--- src/rtl/wdit_pkg.sv ---
// Constants and register map of the watchdog interval timer
// Notes on behaviour
// - Counter runs toward overflow only while the enable bit is set.
// - Writing one to restart clears the counter; full interval again.
// - Writing one to mode-flag clear clears the display mode-2 flag.
// - Interval select zero gives eight quarter-second units, two seconds.
// - Interval select N from 1 to 7 gives N quarter-second units.
// - Reaching the selected interval asserts the internal chip reset.
// - After reset the watchdog stays disabled until software enables it.
package wdit_pkg;
   localparam logic [11:0] WDIT_CTRL_ADDR   = 12'h080;
   localparam logic [11:0] WDIT_STATUS_ADDR = 12'h084;
   localparam int          WDIT_EN_BIT      = 7;
   localparam int          WDIT_RESTART_BIT = 6;
   localparam int          WDIT_FCLR_BIT    = 5;
   localparam int          WDIT_DIV_BIT     = 4;
   localparam int          WDIT_SEL_LSB     = 0;
   localparam int          WDIT_SEL_W       = 3;
   localparam logic [7:0]  WDIT_CTRL_RESET  = 8'h00;
   localparam logic [1:0]  WDIT_RESP_OKAY   = 2'h0;
   localparam logic [1:0]  WDIT_RESP_SLVERR = 2'h2;
   localparam int          WDIT_CLK_HZ      = 100000000;
   localparam int          WDIT_UNIT_MS     = 250;
   localparam int          WDIT_UNIT_CYC    = WDIT_CLK_HZ / 1000 * WDIT_UNIT_MS;
   localparam logic [3:0]  WDIT_UNITS_ZERO  = 4'h8;
   localparam logic [7:0]  WDIT_RST_PULSE   = 8'h10;
endpackage

--- src/rtl/wdit_top.sv ---
// AXI4-Lite watchdog interval timer with chip reset request
`timescale 1ns/100ps
module wdit_top
   import wdit_pkg::*;
#(
   parameter int UNIT_CYCLES = WDIT_UNIT_CYC
)
(
   input  wire logic        aclk,
   input  wire logic        aresetn,
   input  wire logic [11:0] s_axi_awaddr,
   input  wire logic        s_axi_awvalid,
   output logic             s_axi_awready,
   input  wire logic [31:0] s_axi_wdata,
   input  wire logic [3:0]  s_axi_wstrb,
   input  wire logic        s_axi_wvalid,
   output logic             s_axi_wready,
   output logic [1:0]       s_axi_bresp,
   output logic             s_axi_bvalid,
   input  wire logic        s_axi_bready,
   input  wire logic [11:0] s_axi_araddr,
   input  wire logic        s_axi_arvalid,
   output logic             s_axi_arready,
   output logic [31:0]      s_axi_rdata,
   output logic [1:0]       s_axi_rresp,
   output logic             s_axi_rvalid,
   input  wire logic        s_axi_rready,
   input  wire logic        mode2_detect,
   output logic             display_channel_mode2_flag,
   output logic             chip_reset
);
   import wdit_pkg::*;

   logic [7:0]  ctrl_reg;
   logic        restart_reg;
   logic        fclr_reg;
   logic        aw_hold_reg;
   logic        w_hold_reg;
   logic [11:0] awaddr_reg;
   logic [31:0] wdata_reg;
   logic [3:0]  wstrb_reg;
   logic        bvalid_reg;
   logic [1:0]  bresp_reg;
   logic        rvalid_reg;
   logic [31:0] rdata_reg;
   logic [1:0]  rresp_reg;
   logic        flag_reg;
   logic [7:0]  rst_cnt_reg;
   logic        chip_reset_reg;
   logic        awready_reg;
   logic        wready_reg;
   logic        arready_reg;
   wire         aw_take;
   wire         w_take;
   wire         do_write;
   wire         ctrl_hit;
   wire         ar_take;
   wire         overflow;
   wire  [7:0]  wbyte;
   wire         aw_hold_next;
   wire         w_hold_next;
   wire         bvalid_next;
   wire         rvalid_next;

   assign aw_take  = s_axi_awvalid && !aw_hold_reg && !bvalid_reg;
   assign w_take   = s_axi_wvalid && !w_hold_reg && !bvalid_reg;
   assign do_write = aw_hold_reg && w_hold_reg && !bvalid_reg;
   assign ctrl_hit = (awaddr_reg == WDIT_CTRL_ADDR) && wstrb_reg[0];
   assign wbyte    = wdata_reg[7:0];
   assign ar_take  = s_axi_arvalid && !rvalid_reg;

   // Next states of the hold and answer flags, for the registered readies
   assign aw_hold_next = aw_take || (aw_hold_reg && !do_write);
   assign w_hold_next  = w_take || (w_hold_reg && !do_write);
   assign bvalid_next  = do_write || (bvalid_reg && !s_axi_bready);
   assign rvalid_next  = ar_take || (rvalid_reg && !s_axi_rready);

   always_ff @(posedge aclk)
   begin
      if (!aresetn)
      begin
         aw_hold_reg <= 1'b0;
         w_hold_reg  <= 1'b0;
         awaddr_reg  <= '0;
         wdata_reg   <= '0;
         wstrb_reg   <= '0;
      end
      else
      begin
         if (aw_take)
         begin
            aw_hold_reg <= 1'b1;
            awaddr_reg  <= s_axi_awaddr;
         end
         else if (do_write)
            aw_hold_reg <= 1'b0;
         if (w_take)
         begin
            w_hold_reg <= 1'b1;
            wdata_reg  <= s_axi_wdata;
            wstrb_reg  <= s_axi_wstrb;
         end
         else if (do_write)
            w_hold_reg <= 1'b0;
      end
   end

   // Control register; pulses last one cycle per accepted write
   always_ff @(posedge aclk)
   begin
      if (!aresetn)
      begin
         ctrl_reg    <= WDIT_CTRL_RESET;
         restart_reg <= 1'b0;
         fclr_reg    <= 1'b0;
      end
      else
      begin
         restart_reg <= do_write && ctrl_hit && wbyte[WDIT_RESTART_BIT];
         fclr_reg    <= do_write && ctrl_hit && wbyte[WDIT_FCLR_BIT];
         if (do_write && ctrl_hit)
            ctrl_reg <= wbyte & ~(8'h01 << WDIT_RESTART_BIT)
                              & ~(8'h01 << WDIT_FCLR_BIT);
      end
   end

   always_ff @(posedge aclk)
   begin
      if (!aresetn)
      begin
         bvalid_reg <= 1'b0;
         bresp_reg  <= WDIT_RESP_OKAY;
      end
      else if (do_write)
      begin
         bvalid_reg <= 1'b1;
         bresp_reg  <= (awaddr_reg == WDIT_CTRL_ADDR) ? WDIT_RESP_OKAY
                                                      : WDIT_RESP_SLVERR;
      end
      else if (s_axi_bready)
         bvalid_reg <= 1'b0;
   end

   // Control is write-only; only the status word is readable
   always_ff @(posedge aclk)
   begin
      if (!aresetn)
      begin
         rvalid_reg <= 1'b0;
         rdata_reg  <= '0;
         rresp_reg  <= WDIT_RESP_OKAY;
      end
      else if (ar_take)
      begin
         rvalid_reg <= 1'b1;
         if (s_axi_araddr == WDIT_STATUS_ADDR)
         begin
            rdata_reg <= {30'h0, chip_reset_reg, flag_reg};
            rresp_reg <= WDIT_RESP_OKAY;
         end
         else
         begin
            rdata_reg <= '0;
            rresp_reg <= WDIT_RESP_SLVERR;
         end
      end
      else if (s_axi_rready)
         rvalid_reg <= 1'b0;
   end

   // Set wins over clear so a detection is never lost
   always_ff @(posedge aclk)
   begin
      if (!aresetn)
         flag_reg <= 1'b0;
      else if (mode2_detect)
         flag_reg <= 1'b1;
      else if (fclr_reg)
         flag_reg <= 1'b0;
   end

   // Stretched pulse so the whole chip sees the reset
   always_ff @(posedge aclk)
   begin
      if (!aresetn)
      begin
         rst_cnt_reg    <= '0;
         chip_reset_reg <= 1'b0;
      end
      else if (overflow)
      begin
         rst_cnt_reg    <= WDIT_RST_PULSE;
         chip_reset_reg <= 1'b1;
      end
      else if (rst_cnt_reg != '0)
      begin
         rst_cnt_reg    <= rst_cnt_reg - 8'h01;
         chip_reset_reg <= (rst_cnt_reg != 8'h01);
      end
   end

   // Readies are flops so no bus output leans on a gate path
   always_ff @(posedge aclk)
   begin
      if (!aresetn)
      begin
         awready_reg <= 1'b1;
         wready_reg  <= 1'b1;
         arready_reg <= 1'b1;
      end
      else
      begin
         awready_reg <= !aw_hold_next && !bvalid_next;
         wready_reg  <= !w_hold_next && !bvalid_next;
         arready_reg <= !rvalid_next;
      end
   end

   wdit_core #(
      .UNIT_CYCLES (UNIT_CYCLES)
   ) u_core (
      .aclk                  (aclk),
      .aresetn               (aresetn),
      .enable                (ctrl_reg[WDIT_EN_BIT]),
      .restart               (restart_reg),
      .interval_select_field (ctrl_reg[WDIT_SEL_LSB +: WDIT_SEL_W]),
      .overflow              (overflow)
   );

   assign s_axi_awready = awready_reg;
   assign s_axi_wready  = wready_reg;
   assign s_axi_bvalid  = bvalid_reg;
   assign s_axi_bresp   = bresp_reg;
   assign s_axi_arready = arready_reg;
   assign s_axi_rvalid  = rvalid_reg;
   assign s_axi_rdata   = rdata_reg;
   assign s_axi_rresp   = rresp_reg;
   assign display_channel_mode2_flag = flag_reg;
   assign chip_reset    = chip_reset_reg;
endmodule

--- src/rtl/wdit_core.sv ---
// Watchdog counting core: quarter-second prescaler and unit counter
`timescale 1ns/100ps
module wdit_core
   import wdit_pkg::*;
#(
   parameter int UNIT_CYCLES = WDIT_UNIT_CYC
)
(
   input  wire logic                  aclk,
   input  wire logic                  aresetn,
   input  wire logic                  enable,
   input  wire logic                  restart,
   input  wire logic [WDIT_SEL_W-1:0] interval_select_field,
   output logic                       overflow
);
   import wdit_pkg::*;

   logic [27:0] pre_reg;
   logic [3:0]  units_reg;
   logic        overflow_reg;
   wire  [3:0]  target;
   wire         tick;
   wire         hit;

   assign target = (interval_select_field == '0) ? WDIT_UNITS_ZERO
                 : {1'b0, interval_select_field};
   assign tick = (pre_reg == 28'(UNIT_CYCLES - 1));
   assign hit  = enable && tick && ((units_reg + 4'h1) >= target);
   assign overflow = overflow_reg;

   always_ff @(posedge aclk)
   begin
      if (!aresetn || !enable || restart || hit)
      begin
         pre_reg   <= '0;
         units_reg <= '0;
      end
      else if (tick)
      begin
         pre_reg   <= '0;
         units_reg <= units_reg + 4'h1;
      end
      else
         pre_reg <= pre_reg + 28'h1;
   end

   always_ff @(posedge aclk)
   begin
      if (!aresetn)
         overflow_reg <= 1'b0;
      else
         overflow_reg <= hit && !restart;
   end
endmodule

--- config.mk ---
export PLATFORM = sky130hd
export DESIGN_NAME = wdit_top
export DESIGN_NICKNAME = d
export VERILOG_FILES = /design/src/rtl/wdit_pkg.sv /design/src/rtl/wdit_top.sv /design/src/rtl/wdit_core.sv
export SDC_FILE = /design/constraint.sdc
export NUM_CORES = 1
export LEC_CHECK = 0
export ABC_AREA = 0
export BUFFER_PORTS_ARGS = -buffer_cell sky130_fd_sc_hd__buf_4
export CORE_MARGIN = 10
export CORE_UTILIZATION = 46
export DETAILED_ROUTE_END_ITERATION = 10
export GPL_TIMING_DRIVEN = 0
export PLACE_DENSITY_LB_ADDON = 0.3
export SYNTH_ARGS = -nofsm -noshare
export SYNTH_HDL_FRONTEND = slang
export SYNTH_SLANG_ARGS = --single-unit
--- constraint.sdc ---
create_clock -name aclk -period 2.1 [get_ports aclk]
set_clock_uncertainty 0.1 [all_clocks]
set_input_delay 0.42 -clock aclk [delete_from_list [all_inputs] [get_ports aclk]]
set_output_delay 0.42 -clock aclk [all_outputs]
set_load 0.005 [all_outputs]
* Word-level counts from Yosys, hierarchy flattened
Index checks and enable logic that the tools add are counted.
Operators by class: mux-type cells 17, magnitude comparators 1, $add $sub $neg 3, bitwise operators 1, reductions and logical operators 51, equality and inequality tests 4
Operators with widths (count):
- adder 28 x 1 -> 28 bit, second input constant | 1
- equality test 28 x 25 -> 1 bit, second input constant | 1
- equality test 12 x 8 -> 1 bit, second input constant | 2
- logical AND 1 bit | 20
- zero test 1 bit | 14
- nonzero test 2 bit | 6
- two-way mux 1 bit | 11
- two-way mux 5 bit | 2
- != test 8 x 1 -> 1 bit, second input constant | 1
- nonzero test 8 bit | 1
- subtractor 8 x 1 -> 8 bit, second input constant | 1
- logical OR 1 bit | 7
- two-way mux 2 bit | 3
- adder 4 x 1 -> 4 bit, second input constant | 1
- greater-or-equal comparator 4 bit | 1
- two-way mux 4 bit | 1
- OR reduction 2 bit | 2
- zero test 3 bit | 1
- inverter 1 bit | 1
Word-level totals: logic and storage cells 100, output and inout port bits 43, flip-flop bits (word level) 115

* Depth between registers and ports, before layout
word-level depth 7, depth in mapped cells 8

* Modules after synthesis
A second synthesis with hierarchy kept.
Second synthesis, totals: cells, all modules 438, area total of the unflattened synthesis 3778.6 µm²
By module, submodules not included:
- wdit_top | instances 1, cells each 243, seq. area each 920.9 µm², area an instance 2155.8 µm²
- wdit_core | instances 1, cells each 195, seq. area each 660.6 µm², area an instance 1622.8 µm²

* Worst setup path before layout
No wires, ideal clock.
path kind flip-flop to flip-flop, from register u_core.pre_reg[17], to register u_core.units_reg[3], cell stages (with the launch flop) 8, period minus slack after synthesis 2.140 ns, arrival time 1.966 ns, buffers on the path 2, setup slack -0.040 ns, path through dfxtp_1 buf_6 nor4_2 nand3_1 or4_1 buf_2 or4b_1 a31oi_1
Between the ends: word-level cells in the longest chain between the ends 4
RTL lines:
- start: declaration | RTL line wdit_core.sv:18 | logic [27:0] pre_reg;
- start signal: assignment | RTL line wdit_core.sv:44 | pre_reg <= pre_reg + 28'h1;
- equality test 28 x 25 -> 1 bit * | RTL line wdit_core.sv:27 | assign tick = (pre_reg == 28'(UNIT_CYCLES - 1));
- logical AND 1 bit (2 in a row) | RTL line wdit_core.sv:28 | assign hit = enable && tick && ((units_reg + 4'h1) >= target);
- logical OR 1 bit | RTL line wdit_core.sv:33 | if (!aresetn || !enable || restart || hit)
- end signal: assignment | RTL line wdit_core.sv:41 | units_reg <= units_reg + 4'h1;
- end: declaration | RTL line wdit_core.sv:19 | logic [3:0] units_reg;
Mark *: on every way between the ends. The rest lies on a longest branch, timed or not. A chain may end at the register's enable or synchronous reset.

* Worst setup path after layout
from register u_core.pre_reg[26], to register u_core.units_reg[3]
Same word-level chain as after synthesis.

==> results.json <==
{
  "grt_pass1_wl_um": 13370,
  "antenna_found_initial": 0,
  "overflow": 0,
  "maxCapViolations": 0,
  "hpwl_um": 6002,
  "met1Wirelength_um": 3518,
  "drt-total-wl_um": 7922,
  "synthDistinctLibCells": 44,
  "grt.total_usage": 0.1365,
  "critPathMaxFanout": 4,
  "drive_gt1_frac": 0.2578,
  "setup_violations": 1,
  "intPower_mw": 2.713,
  "r2r-start": "u_core.pre_reg[26]",
  "worstHoldPathCells": 2,
  "worstHoldPathType": "in -> reg",
  "max-clock-path-buffers": 2,
  "die_h_um": 109.2,
  "ios": 111,
  "relSlewSlack": 0.6364,
  "ant_nets": 0,
  "grt_max_degree": 14,
  "p_seq_frac": 0.466,
  "final-hold-violation-count": 0,
  "violations": "setup timing",
  "critPathKind": "reg -> reg",
  "fmax_ghz": 0.4756,
  "min_period_over_period": 1.001,
  "antenna_cells": 0,
  "cts.sinks": 79,
  "end_kind": "flop",
  "cts.clk_slew.worst_paths_ns": 0.09,
  "power.density_nw_per_um2": 798.8,
  "rows": 32,
  "hold_ws_ns": 0.1867,
  "switching_share": 0.2653,
  "cts_tree": "done",
  "r2r_slack_ns": -0.003,
  "synth.yosys.seq_area_share": 0.4326,
  "min_from": "mode2_detect",
  "first_pass_iters": 4,
  "required_ns": 2.29,
  "synth_ff_type": "dfxtp_1",
  "syn_area_per_cell_um2": 8.705,
  "fp.dieW_um": 109.2,
  "syn_to_final_growth_pct": 26.42,
  "worst_pin_slew_ns": 0.5413,
  "dp.cells": 601,
  "hold_buffers": 0,
  "synth_cells": 420,
  "synth-edff-count": 0,
  "cts-root-buf": "clkbuf_8",
  "ff2ff_path_depth": 5,
  "arrival_ns": 2.29,
  "stdcell_count": 618,
  "synth-warning-count": 0,
  "drc": 0,
  "dieArea_um2": 11910,
  "core_um2": 7727,
  "wl_per_cell_um": 12.82,
  "period_needed_ns": 2.103,
  "cts_made_buffers": 9,
  "drt_iter0_markers": 91,
  "min_to": "display_channel_mode2_flag",
  "status": "complete, but fails checks",
  "worst_slack_ns": -0.002776,
  "rr_endpoint": "u_core.units_reg[3]",
  "ys_ff_latch": 79,
  "clkPwrFrac": 0.362,
  "start_util": 0.4731,
  "fin_util": 0.5981,
  "htree_levels": 3,
  "comb_power_share": 0.172,
  "wl_met2_um": 3721,
  "drv_slew": 0,
  "rsz0062_at_grt": "yes",
  "async_flop_share": 0,
  "numPortBuffers": 48,
  "p_leak_nw": 1.884,
  "routed_via_density": 4.832,
  "clock_latency_ns": 0.35,
  "largest_register_ffs": 28,
  "maxUsedRoutingLayer": "met4",
  "wl_met3_um": 615,
  "peakVddDrop_uv": 419.9,
  "globalplace.congestion": 0.7648,
  "startpoint_type": "flop",
  "grt_pass1_vias": 2906,
  "p_switching_uw": 979.3,
  "synth_area_um2": 3656,
  "vias": 2986,
  "nets": 587
}
==> layout make-up <==
type / count / area, µm²
inverters: 15 / 56.30
clock inverters: 4 / 76.32
repair buffers: 53 / 397.9
clock buffers: 12 / 165.2
well taps: 102 / 127.6
plain buffers: 43 / 289.0
multi-input cells: 310 / 1903
fillers: 688 / 3105
flip-flops and latches: 79 / 1607
==> cell usage in the layout (no fill, tap or decap), types with 3 or more instances in the layout <==
master | Yosys | final
xnor2_1 | 26 | 26
buf_4 | 32 | 86
dfxtp_4 | 0 | 3
inv_1 | 15 | 15
nand2b_1 | 4 | 4
xor2_1 | 6 | 6
o21ai_0 | 5 | 5
clkbuf_1 | 10 | 8
and3_1 | 7 | 6
nand3_1 | 16 | 15
a21oi_1 | 6 | 6
dfxtp_1 | 79 | 65
or3_1 | 3 | 3
a21boi_0 | 16 | 16
nor4b_1 | 3 | 3
nor2b_1 | 16 | 16
or4_4 | 0 | 3
nor2_1 | 49 | 49
dfxtp_2 | 0 | 11
conb_1 | 1 | 32
clkbuf_8 | 0 | 12
ha_1 | 8 | 7
and4_1 | 4 | 4
mux2i_1 | 12 | 12
nand4_1 | 5 | 5
nand2_1 | 44 | 43
nor3_1 | 13 | 13
nor4_2 | 1 | 5
nor4_1 | 13 | 8
==> critical path: stages (launching register included) <==
cell and delay [ns]:
dfxtp_2 0.35, nor4_2 0.28, nand3_1 0.11, or4_4 0.59
or4b_1 0.48, a31oi_1 0.13
==> worst max path at each step <==
stage / startpoint / to / slack (ns)
6_report: u_core.pre_reg[26] / u_core.units_reg[3] / -0.003
5_1_grt: u_core.pre_reg[26] / u_core.units_reg[3] / -0.06
4_1_cts: u_core.pre_reg[17] / u_core.units_reg[3] / -0.04
3_5_place_dp: u_core.pre_reg[0] / u_core.pre_reg[23] / -0.22
3_3_place_gp: u_core.pre_reg[0] / u_core.pre_reg[25] / -0.16
2_1_floorplan: u_core.pre_reg[7] / u_core.units_reg[3] / 0.02
==> power by group through the flow <==
stage / registers (mW) / logic [mW] / clock network [mW]
after floorplan: 1.73 / 0.466 / 0
after global placement: 1.75 / 0.612 / 0
after detailed placement: 1.75 / 0.633 / 0
after CTS: 1.72 / 0.635 / 1.36
after global routing: 1.74 / 0.725 / 1.42
final: 1.72 / 0.635 / 1.34
==> per-layer routing <==
layer / global-route usage / vias up
li1: - / 1537
met1: 0.1590 / 1376
met2: 0.2207 / 67
met3: 0.05900 / 6
met4: 0.04520 / 0
met5: 0 / -
==> cells in the mapped netlist (2+ instances only) <==
cell / count / area [µm²]
a22oi_1: 2 / 15.01
mux2i_1: 12 / 120.1
o21a_1: 2 / 15.01
nor4_1: 13 / 81.33
and3_1: 7 / 43.79
dfxtp_1: 79 / 1582
or3_1: 3 / 18.77
o21ai_0: 5 / 25.02
xor2_1: 6 / 52.55
a21oi_1: 6 / 30.03
nor3b_1: 2 / 15.01
or4_1: 3 / 22.52
and4_1: 4 / 35.03
nor4b_1: 3 / 26.28
clkbuf_1: 10 / 37.54
ha_1: 8 / 100.1
xnor2_1: 26 / 227.7
buf_4: 32 / 240.2
nand2b_1: 4 / 25.02
a21boi_0: 16 / 120.1
nand2_1: 44 / 165.2
buf_2: 3 / 15.01
nand3_1: 16 / 80.08
inv_1: 15 / 56.30
nand4_1: 5 / 31.28
nor2_1: 49 / 183.9
nor3_1: 13 / 65.06
nor2b_1: 16 / 100.1
==> cell families (layout without fill, tap and decap cells) <==
family          count (synthesis)  in the layout  synth area share
buf+inv                        62            127           0.09959
flops                          79             79            0.4326
xor+xnor                       32             32           0.07666
compound gates                 37             37           0.06913
fa+ha+maj                       8              8           0.02738
mux                            12             12           0.03286
simple gates                  189            189            0.2608
other cells                     1             32          0.001026
==> timing repair <==
action,4_1_cts,5_1_grt
setup buffers,4,1
pin swaps,7,5
setup endpoints to repair,21,21
gates resized for setup,21,10
gates cloned,0,0
==> through the flow <==
stage | instance area [µm²] | power [mW] | setup WS, ns | setup TNS (ns)
floorplan | 3786 | 2.200 | 0.02092 | 0
global placement | 4274 | 2.362 | -0.1613 | -3.209
detailed placement | 4274 | 2.388 | -0.2188 | -4.270
CTS | 4588 | 3.708 | -0.03608 | -0.05085
global route | 4622 | 3.885 | -0.06192 | -0.3355
finish | 4622 | 3.692 | -0.002776 | -0.002776
No activity file was read; power rests on OpenSTA's default activity.
